`src/rtl/amsp_pkg.sv`:
```
package amsp_pkg;

    // ==================================================================
    // timing
    localparam int CLK_FREQ_MHZ     = 100;
    localparam int CLK_PERIOD_NS    = 1000 / CLK_FREQ_MHZ;
    localparam int ALL_OFF_DELAY_NS = 500;
    localparam int OPEN_GAP_NS      = 125;
    // longest off delay rounds down, least open gap rounds up
    localparam int OFF_CYC  = ALL_OFF_DELAY_NS / CLK_PERIOD_NS;
    localparam int OPEN_CYC = (OPEN_GAP_NS + CLK_PERIOD_NS - 1)
                              / CLK_PERIOD_NS;
    localparam int ON_CYC   = OFF_CYC + OPEN_CYC;
    localparam int TMR_W    = 7;
    localparam logic [TMR_W-1:0] OFF_LOAD  = TMR_W'(OFF_CYC - 2);
    localparam logic [TMR_W-1:0] OPEN_LOAD = TMR_W'(OPEN_CYC - 1);

    // ==================================================================
    // word and result layout
    localparam int WORD_W = 4;
    localparam int EN_POS = 3;
    localparam int CODE_W = 3;
    localparam int CHAN_N = 8;
    localparam int RES_W  = 12;
    localparam int FC_W   = 4;
    localparam logic [FC_W-1:0] FC_NULL       = 4'h1;
    localparam logic [FC_W-1:0] FC_SAMPLE_END = 4'h2;
    localparam logic [FC_W-1:0] FC_LAST       = 4'he;
    localparam logic [FC_W-1:0] FC_MAX        = 4'hf;
    localparam logic [1:0]      BUF_FULL      = 2'h2;

    // ==================================================================
    // types
    typedef enum logic [1:0] {
        MUX_IDLE,
        MUX_BREAK,
        MUX_GAP,
        MUX_HOLD
    } amsp_mux_state_t;

    typedef struct packed {
        logic             valid;
        logic [RES_W-1:0] data;
    } amsp_result_t;

    typedef struct packed {
        logic                       sclk;
        logic                       ch_sel;
        logic                       cv_sel;
        logic [WORD_W-1:0]          word;
        logic [WORD_W-1:0]          latched;
        amsp_mux_state_t            mux;
        logic [TMR_W-1:0]           tmr;
        logic [CHAN_N-1:0]          chan;
        logic [FC_W-1:0]            fc;
        logic                       power;
        logic                       sample;
        logic                       start;
        logic                       want;
        logic                       loaded;
        logic [RES_W-1:0]           sh;
        logic                       sout;
        logic                       soe;
        logic [1:0][RES_W-1:0]      fifo;
        logic                       wp;
        logic                       rp;
        logic [1:0]                 cnt;
        logic                       rdy;
    } amsp_state_t;

    function automatic logic [CHAN_N-1:0] amsp_decode(
        input logic [CODE_W-1:0] code
    );
        amsp_decode       = '0;
        amsp_decode[code] = 1'b1;
    endfunction

endpackage

```
`src/rtl/amsp_top.sv`:
```
module amsp_top (
    input  logic                       clk,
    input  logic                       resetn,
    input  logic                       shift_clk,
    input  logic                       channel_select_n,
    input  logic                       converter_select_n,
    input  logic                       serial_in,
    input  amsp_pkg::amsp_result_t     result_in,
    output logic                       result_ready,
    output logic                       convert_start,
    output logic                       converter_power,
    output logic                       sample_active,
    output logic [amsp_pkg::CHAN_N-1:0] channel_enable,
    output logic                       serial_out,
    output logic                       serial_out_en
);
    import amsp_pkg::*;

    // ==================================================================
    // state
    amsp_state_t     st_q;
    amsp_state_t     st_d;
    logic            sclk_rise;
    logic            sclk_fall;
    logic            ch_fall;
    logic            cv_fall;
    logic            cv_rise;
    logic            push;
    logic            pop;
    logic [FC_W-1:0] fc_n;

    // ==================================================================
    // next state
    always_comb begin
        st_d      = st_q;
        st_d.start = 1'b0;
        fc_n      = st_q.fc;
        // shift clock and selects are synchronous inputs: plain edge detect
        sclk_rise = shift_clk & ~st_q.sclk;
        sclk_fall = ~shift_clk & st_q.sclk;
        ch_fall   = ~channel_select_n & st_q.ch_sel;
        cv_fall   = ~converter_select_n & st_q.cv_sel;
        cv_rise   = converter_select_n & ~st_q.cv_sel;
        st_d.sclk   = shift_clk;
        st_d.ch_sel = channel_select_n;
        st_d.cv_sel = converter_select_n;

        // channel word: oldest bit ends up in the enable slot
        if (channel_select_n && sclk_rise) begin
            st_d.word = {st_q.word[WORD_W-2:0], serial_in};
        end

        // break-before-make sequencer
        case (st_q.mux)
            MUX_BREAK: begin
                if (st_q.tmr == '0) begin
                    st_d.chan = '0;
                    if (st_q.latched[EN_POS]) begin
                        st_d.mux = MUX_GAP;
                        st_d.tmr = OPEN_LOAD;
                    end else begin
                        st_d.mux = MUX_IDLE;
                    end
                end else begin
                    st_d.tmr = st_q.tmr - 1'b1;
                end
            end
            MUX_GAP: begin
                if (st_q.tmr == '0) begin
                    st_d.chan = amsp_decode(st_q.latched[CODE_W-1:0]);
                    st_d.mux  = MUX_HOLD;
                end else begin
                    st_d.tmr = st_q.tmr - 1'b1;
                end
            end
            default: begin
            end
        endcase
        // a fresh fall restarts the break even mid-sequence
        if (ch_fall) begin
            st_d.latched = st_q.word;
            st_d.mux     = MUX_BREAK;
            st_d.tmr     = OFF_LOAD;
        end

        // converter side and serial output
        if (converter_select_n) begin
            st_d.power  = 1'b0;
            st_d.want   = 1'b0;
            st_d.loaded = 1'b0;
            st_d.fc     = '0;
            st_d.soe    = 1'b0;
            st_d.sout   = 1'b0;
        end else if (cv_fall) begin
            st_d.power = 1'b1;
            st_d.fc    = '0;
        end else if (sclk_fall) begin
            // while selected, serial output changes happen on falling shift clock
            fc_n    = (st_q.fc == FC_MAX) ? st_q.fc : st_q.fc + 4'h1;
            st_d.fc = fc_n;
            if (fc_n == FC_NULL) begin
                st_d.soe  = 1'b1;
                st_d.sout = 1'b0;
            end
            if (fc_n == FC_SAMPLE_END) begin
                st_d.start = 1'b1;
                st_d.want  = 1'b1;
            end
            if (fc_n > FC_SAMPLE_END && fc_n <= FC_LAST) begin
                // a late result reads as zeros rather than stalling the link
                st_d.sout = st_q.loaded & st_q.sh[FC_LAST - fc_n];
            end else if (fc_n > FC_LAST) begin
                st_d.sout = 1'b0;
            end
        end
        st_d.sample = ~converter_select_n & (st_d.fc < FC_SAMPLE_END)
                      & (st_d.mux != MUX_BREAK) & (st_d.mux != MUX_GAP);

        // two-entry result buffer
        push = result_in.valid & st_q.rdy;
        pop  = st_q.want & (st_q.cnt != 2'h0) & ~converter_select_n;
        if (push) begin
            st_d.fifo[st_q.wp] = result_in.data;
            st_d.wp            = ~st_q.wp;
        end
        if (pop) begin
            st_d.sh     = st_q.fifo[st_q.rp];
            st_d.rp     = ~st_q.rp;
            st_d.loaded = 1'b1;
            st_d.want   = 1'b0;
            st_d.power  = 1'b0;
        end
        st_d.cnt = st_q.cnt + {1'b0, push} - {1'b0, pop};
        // results left over from the old exchange are dropped
        if (cv_rise) begin
            st_d.rp  = st_d.wp;
            st_d.cnt = 2'h0;
        end
        st_d.rdy = (st_d.cnt != BUF_FULL);
    end

    // ==================================================================
    // registers
    always_ff @(posedge clk or negedge resetn) begin
        if (!resetn) begin
            st_q <= '0;
        end else begin
            st_q <= st_d;
        end
    end

    assign result_ready    = st_q.rdy;
    assign convert_start   = st_q.start;
    assign converter_power = st_q.power;
    assign sample_active   = st_q.sample;
    assign channel_enable  = st_q.chan;
    assign serial_out      = st_q.sout;
    assign serial_out_en   = st_q.soe;

    // ==================================================================
    // assertions
    localparam int OFF_A = OFF_CYC;
    localparam int ON_A  = ON_CYC;
endmodule // amsp_top

```
`config.mk`:
```
export PLATFORM = sky130hd
export DESIGN_NAME = amsp_top
export DESIGN_NICKNAME = d
export VERILOG_FILES = /design/src/rtl/amsp_pkg.sv /design/src/rtl/amsp_top.sv
export SDC_FILE = /design/constraint.sdc
export NUM_CORES = 1
export LEC_CHECK = 0
export ABC_AREA = 1
export BUFFER_PORTS_ARGS = -buffer_cell sky130_fd_sc_hd__buf_2
export CAP_MARGIN = 20
export CORE_ASPECT_RATIO = 0.75
export CORE_MARGIN = 2
export CORE_UTILIZATION = 45
export CTS_BUF_LIST = sky130_fd_sc_hd__clkbuf_16
export CTS_CLUSTER_DIAMETER = 50
export DETAILED_ROUTE_END_ITERATION = 10
export PLACE_DENSITY = 0.61
export SLEW_MARGIN = 10
export SYNTH_ARGS = -nofsm -noshare
export SYNTH_HDL_FRONTEND = slang
export SYNTH_SLANG_ARGS = --single-unit
```
`constraint.sdc`:
```
create_clock -name clk -period 2.9 [get_ports clk]
set_clock_uncertainty 0.15 [all_clocks]
set_input_delay 0.145 -clock clk [delete_from_list [all_inputs] [get_ports clk]]
set_output_delay 0.145 -clock clk [all_outputs]
set_load 0.03 [all_outputs]
```
==> out/metrics.yaml, run 1 <==
worst_setup_path:
  cp.arrival_ns: 2.38
  critPathRequiredTime_ns: 2.98
  start_kind: "flop"
  cp_max_fo: 8
  endpoint_kind: "flop"
  crit_type: "reg -> reg"
  rr_worst_depth: 11
clock_network:
  clk_pin_slew_ns: 0.06
  cts_tree: "built"
  clk_latency_ns: 0.34
  clockRootBuffer: "clkbuf_16"
  cts_setup_buffers: 0
  cts_buffers: 9
  clockBufferDepth: 2
  cts.htree.levels: 3
  cts_resized: 0
  cts.sinks: 80
pwr:
  power_frac_clock_pct: 28.1
  power_switching_mw: 1.21
  p_per_area_nw_per_um2: 787
  p_comb_share_pct: 26.7
  internal_power_mw: 2.41
  leakage_nw: 2.36
  p_sw_share_pct: 33.4
  seqPwrFrac_pct: 45.1
  ir_drop_uv: 508
routing:
  final_antenna_net_count: 0
  avgViaCountPerCell: 4.84
  wl_um: 7760
  num_vias: 2969
  drt-pass1-iter-count: 4
  wl_per_cell_um: 12.7
  drc: 0
  drt_iter0_markers: 183
synthesis:
  syn_area_per_cell_um2: 8.61
  synth_top_area_cell: "dfrtp_1"
  synth_top_area_share_pct: 51.0
  seq_area_frac_synth_pct: 51.0
  yosysUniqueCellTypes: 33
  yosys_warnings: 0
  synth_cells: 456
  synth_fp_nets: 488
  synth_area_um2: 3930
  yosys-top-cells-area: "dfrtp_1 51%, nand2_1 11%, nand3_1 5.1%"
  synth_seq_cells: 80
flow_run:
  cap_violations: 0
global_routing:
  antenna_found_initial: 0
  grt_pass1_wl_um: 14200
  grt_max_degree: 81
  grt_pass1_vias: 3014
  grt-ovfl-total: 0
  track_usage_pct: 18.6
timing:
  timing.setup.tns_ns: 0
  rsz0062_at_grt: "false"
  tightest_slew_ns: 0.726
  final.period_utilization_pct: 79.5
  max_freq_mhz: 434
  final-hold-violation-count: 0
  relSlewSlack_pct: 51.6
  post-route-min-period_ns: 2.30
  finalMaxSlewViolations: 0
  setup_violations: 0
layout:
  final_common_cell: "nand2_1"
  layout_common_cells: "110 x nand2_1, 80 x dfrtp_1, 48 x inv_1"
  num-nets-final: 532
  fin_area_um2: 4600
  area_delta_synth_final_pct: 17.0
  post_route_cells_drive_above_1_share_pct: 15.6
  n_antenna_cell: 0
hold_path:
  whs_path_depth: 5
  hold_path.class: "in -> reg"
place:
  port_buffers: 32
  placed_area_um2: 4140
  post-dp-hpwl_um: 5310
  place.gp.congestion: 0.808
floorplanning:
  fp.dieH_um: 84.9
  io_pins: 33
  rows: 29
  core_area_um2: 8450
  dieArea_um2: 9500
  start_util_pct: 46.5
  die_x_um: 112
run_status:
  status: "finished, final reports clean"
## Yosys cell counts
master / number
o21ai_1: 27
clkinv_1: 1
nand2_4: 2
mux2_2: 12
a21oi_1: 13
nor2_2: 1
inv_4: 1
and3_1: 1
inv_1: 47
nor3_1: 3
nand4_2: 1
xnor2_1: 2
o21ai_0: 30
buf_2: 3
buf_4: 8
xor2_1: 3
o211ai_1: 2
nand4_1: 3
nand2_2: 2
nor2_4: 1
buf_1: 1
nand3b_1: 3
o31ai_1: 1
clkbuf_1: 7
nor2_1: 27
dfrtp_1: 80
ha_1: 13
nand3_1: 40
o21ai_2: 2
o21ai_4: 1
inv_2: 7
nand3_4: 1
nand2_1: 110
## registers in the layout, indices dropped and copies added, names as in the netlist
name,cells
st_q,66
serial_out_en,1
channel_enable,8
result_ready,1
serial_out,1
sample_active,1
converter_power,1
convert_start,1
## cell families (layout without fill, tap and decap cells)
kind of cell / after synthesis / count (layout) / share of synthesized area, %
adder cells (fa/ha/maj): 13 / 13 / 4.14
multiplexers: 12 / 12 / 3.44
buffers and inverters: 75 / 124 / 8.09
AO/OA/AOI/OAI: 76 / 76 / 10.4
XOR/XNOR: 5 / 5 / 1.12
AND/OR/NAND/NOR: 195 / 195 / 21.9
flip-flops: 80 / 80 / 51.0
## worst paths after layout
check | from | end | slack, ns
max | st_q[48] | serial_out | 0.60
min | result_in[12] | st_q[4] | 0.1
max reg2reg | st_q[48] | serial_out | 0.60
min reg2reg | st_q[76] | st_q[76] | 0.33
max in group asynchronous | resetn | convert_start | 1.87
min in group asynchronous | resetn | st_q[15] | 0.14
## worst max-delay path: stages (launching register included)
cell and delay [ns]:
dfrtp_1 0.48, ha_1 0.32, nand4_2 0.24, nand2_4 0.17, inv_4 0.05, ha_1 0.32
inv_1 0.11, nand3_1 0.08, nand3_1 0.08, nand3_1 0.07, nand3_1 0.07, nand2_1 0.05
## routing by layer
layer / vias up / routed length, µm / global-route usage, %
li1: 1557 / - / -
met1: 1355 / 4120 / 27.3
met2: 49 / 3220 / 27.0
met3: 8 / 330 / 4.93
met4: 0 / 90 / 5.95
met5: - / 0 / 0
## through the flow
step           setup slack, ns  cells  util, %  hold slack [ns]  total power [mW]
4_1_cts                  0.585    612     54.0           0.0949              3.65
6_report                 0.595    613     54.4           0.0972              3.62
3_5_place_dp             0.601    579     48.9            0.130              2.60
5_1_grt                  0.370    613     54.4            0.133              3.91
2_1_floorplan            0.795    456        -           -0.301              2.34
3_3_place_gp             0.697    579     48.9            0.129              2.57
## repair_timing
action | CTS | global route
hold buffers | 17 | 0
endpoints found under the hold margin | 113 | 0
endpoints found under the setup margin | 0 | 0
## area by class of cell
type,instances,area [µm²]
clock inverter,7,38.8
inverter,56,213
multi-input combinational,301,1610
clock buffer,9,225
sequential,80,2000
timing repair buffer,52,375
fill,798,3860
tap,108,135
## power groups by stage
stage | clock, mW | sequential [mW] | combinational, mW
2_1_floorplan | 0 | 1.59 | 0.754
3_3_place_gp | 0 | 1.64 | 0.923
3_5_place_dp | 0 | 1.65 | 0.952
4_1_cts | 1.04 | 1.63 | 0.975
5_1_grt | 1.09 | 1.68 | 1.14
6_report | 1.02 | 1.63 | 0.968
Note: power is estimated with default switching activity, not from simulation.
==> run 2, diff against run 1 <==
Clock period 2.9 ns to 2.4 ns, I/O delays scaled along.
==> out/metrics.yaml, run 2 (same netlist as run 1, synthesis figures left out) <==
run_status:
  status: "finished, final reports clean"
floorplanning:
  start_util_pct: 46.5  # unchanged
  rows: 29  # unchanged
  core_area_um2: 8450  # unchanged
  dieArea_um2: 9500  # unchanged
  die_x_um: 112  # unchanged
  io_pins: 33  # unchanged
  fp.dieH_um: 84.9  # unchanged
timing:
  final.period_utilization_pct: 91.4  # +12 points
  layout_setup_ws_ns: 0.207  # -0.388 ns
  post-route-min-period_ns: 2.19  # -0.112 ns
  relSlewSlack_pct: 47.2  # -4.3 points
  timing.setup.tns_ns: 0  # unchanged
  tightest_slew_ns: 0.789  # +0.0622 ns
  max_freq_mhz: 456  # +5.1%
  final-hold-violation-count: 0  # unchanged
  setup_violations: 0  # unchanged
  rsz0062_at_grt: "false"
  finalMaxSlewViolations: 0  # unchanged
layout:
  post_route_cells_drive_above_1_share_pct: 16.0  # +0.36 points
  layout_common_cells: "110 x nand2_1, 80 x dfrtp_1, 48 x inv_1"
  num-nets-final: 533  # +0.19%
  area_delta_synth_final_pct: 17.7
  largest_reg_flops: 66  # unchanged
  regMostFlops: "st_q"
  final_common_cell: "nand2_1"
  fin_area_um2: 4620  # +0.57%
  n_antenna_cell: 0  # unchanged
routing:
  num_vias: 2996  # +0.91%
  drt_iter0_markers: 158  # -14%
  drc: 0  # unchanged
  drt-pass1-iter-count: 4  # unchanged
  wl_um: 7500  # -3.3%
  wl_per_cell_um: 12.2  # -3.5%
  final_antenna_net_count: 0  # unchanged
  avgViaCountPerCell: 4.88  # +0.75%
worst_setup_path:
  cp_slowest_cell: "dfrtp_1"
  endpoint_kind: "flop"
  cp.arrival_ns: 2.26  # -0.12 ns
  ff2ff_setup_slack_ns: 0.21  # -0.39 ns
  slowest_delay_ns: 0.41  # -0.07 ns
  crit_path_cell_trace: "buf_4 > inv_1 > ha_1 > nand2_2 > o21ai_4 > ha_1 > inv_1 > nand3_1 > nand3_1 > nand3_1 > nand3_1 > nand2_1"
  critPathRequiredTime_ns: 2.47  # -0.51 ns
  rr_startpoint: "st_q[48]"
  cp_max_fo: 6  # -2
  start_kind: "flop"
  crit_type: "reg -> reg"
  rr_worst_depth: 12  # +1
  cpMostUsedCell: "nand3_1"
  r2r-end: "serial_out"
hold_path:
  worstHoldStart: "result_in[12]"
  whs_path_depth: 5  # unchanged
  hold_path.class: "in -> reg"
  hold_end: "st_q[4]"
clock_network:
  clockBufferDepth: 2  # unchanged
  cts_buffers: 9  # unchanged
  clk_pin_slew_ns: 0.06  # about the same
  cts.sinks: 80  # unchanged
  cts.htree.levels: 3  # unchanged
  clk_latency_ns: 0.33  # about the same
  cts_tree: "built"
  clockRootBuffer: "clkbuf_16"
global_routing:
  grt_max_degree: 46  # -43%
  grt_pass1_vias: 2887  # -4.2%
  track_usage_pct: 17.2  # -1.3 points
  antenna_found_initial: 0  # unchanged
  grt_pass1_wl_um: 13300  # -6.1%
  grt-ovfl-total: 0  # unchanged
pwr:
  ir_drop_uv: 551  # +8.4%
  p_per_area_nw_per_um2: 962  # +22%
  leakage_nw: 2.37  # +0.22%
place:
  placed_area_um2: 4160  # +0.67%
  dp_slack_ns: 0.190  # -0.411 ns
  place.gp.congestion: 0.816  # +1.0%
  port_buffers: 32  # unchanged
  post-dp-hpwl_um: 5340  # +0.46%
flow_run:
  cap_violations: 0  # unchanged
## run 2: where the power goes
| group | internal, mW | switching (mW) | leakage [nW] | total, mW |
|---|---|---|---|---|
| clock | 0.796 | 0.519 | 0.142 | 1.31 |
| sequential | 1.73 | 0.244 | 0.992 | 1.97 |
| combinational | 0.490 | 0.670 | 1.23 | 1.16 |
| total | 3.01 | 1.43 | 2.37 | 4.45 |
## run 2: worst max-delay path, delay by kind of cell (launching register included)
family | cells | cell delay [ns]
adders and majority gates | 2 | 0.67
and+or+nand+nor | 6 | 0.45
DFF | 1 | 0.41
buffers and inverters | 3 | 0.33
AOI/OAI and AO/OA | 1 | 0.08
## run 2: how the worst max path moves through the flow
stage | startpoint | end | slack [ns]
after floorplan | st_q[48] | serial_out | 0.30
after global placement | st_q[48] | serial_out | 0.28
after detailed placement | st_q[48] | serial_out | 0.19
after CTS | st_q[48] | serial_out | 0.18
after global routing | st_q[48] | serial_out | 0.03
final | st_q[48] | serial_out | 0.21
## run 2: layout make-up
type	instances	area (µm²)
clock inverter	7	62.6
tap	108	135
sequential	80	2000
inverter	56	213
timing repair buffer	53	375
multi-input combinational	301	1610
clock buffer	9	225
fill	770	3830
## run 2: metal layers
| layer | up-vias | share of wire (%) | track usage, % |
|---|---|---|---|
| li1 | 1567 | - | - |
| met1 | 1371 | 55 | 25.7 |
| met2 | 56 | 41 | 25.2 |
| met3 | 2 | 3.6 | 4.50 |
| met4 | 0 | 0.39 | 4.49 |
| met5 | - | 0 | 0 |
## run 2: stage by stage
step / hold WS [ns] / total power [mW] / instances / util, %
2_1_floorplan: -0.326 / 2.83 / 456 / -
3_3_place_gp: -0.0329 / 3.11 / 581 / 49.2
3_5_place_dp: -0.0287 / 3.14 / 581 / 49.2
4_1_cts: 0.0546 / 4.50 / 614 / 54.7
5_1_grt: 0.108 / 4.79 / 614 / 54.7
6_report: 0.0663 / 4.45 / 614 / 54.7
## run 2: repair_timing
| action | CTS | global route |
|---|---|---|
| hold endpoints to repair | 68 | 0 |
| hold buffers | 17 | 0 |
| setup buffers | 0 | 0 |
| resized for setup | 0 | 1 |
| setup endpoints to repair | 0 | 1 |
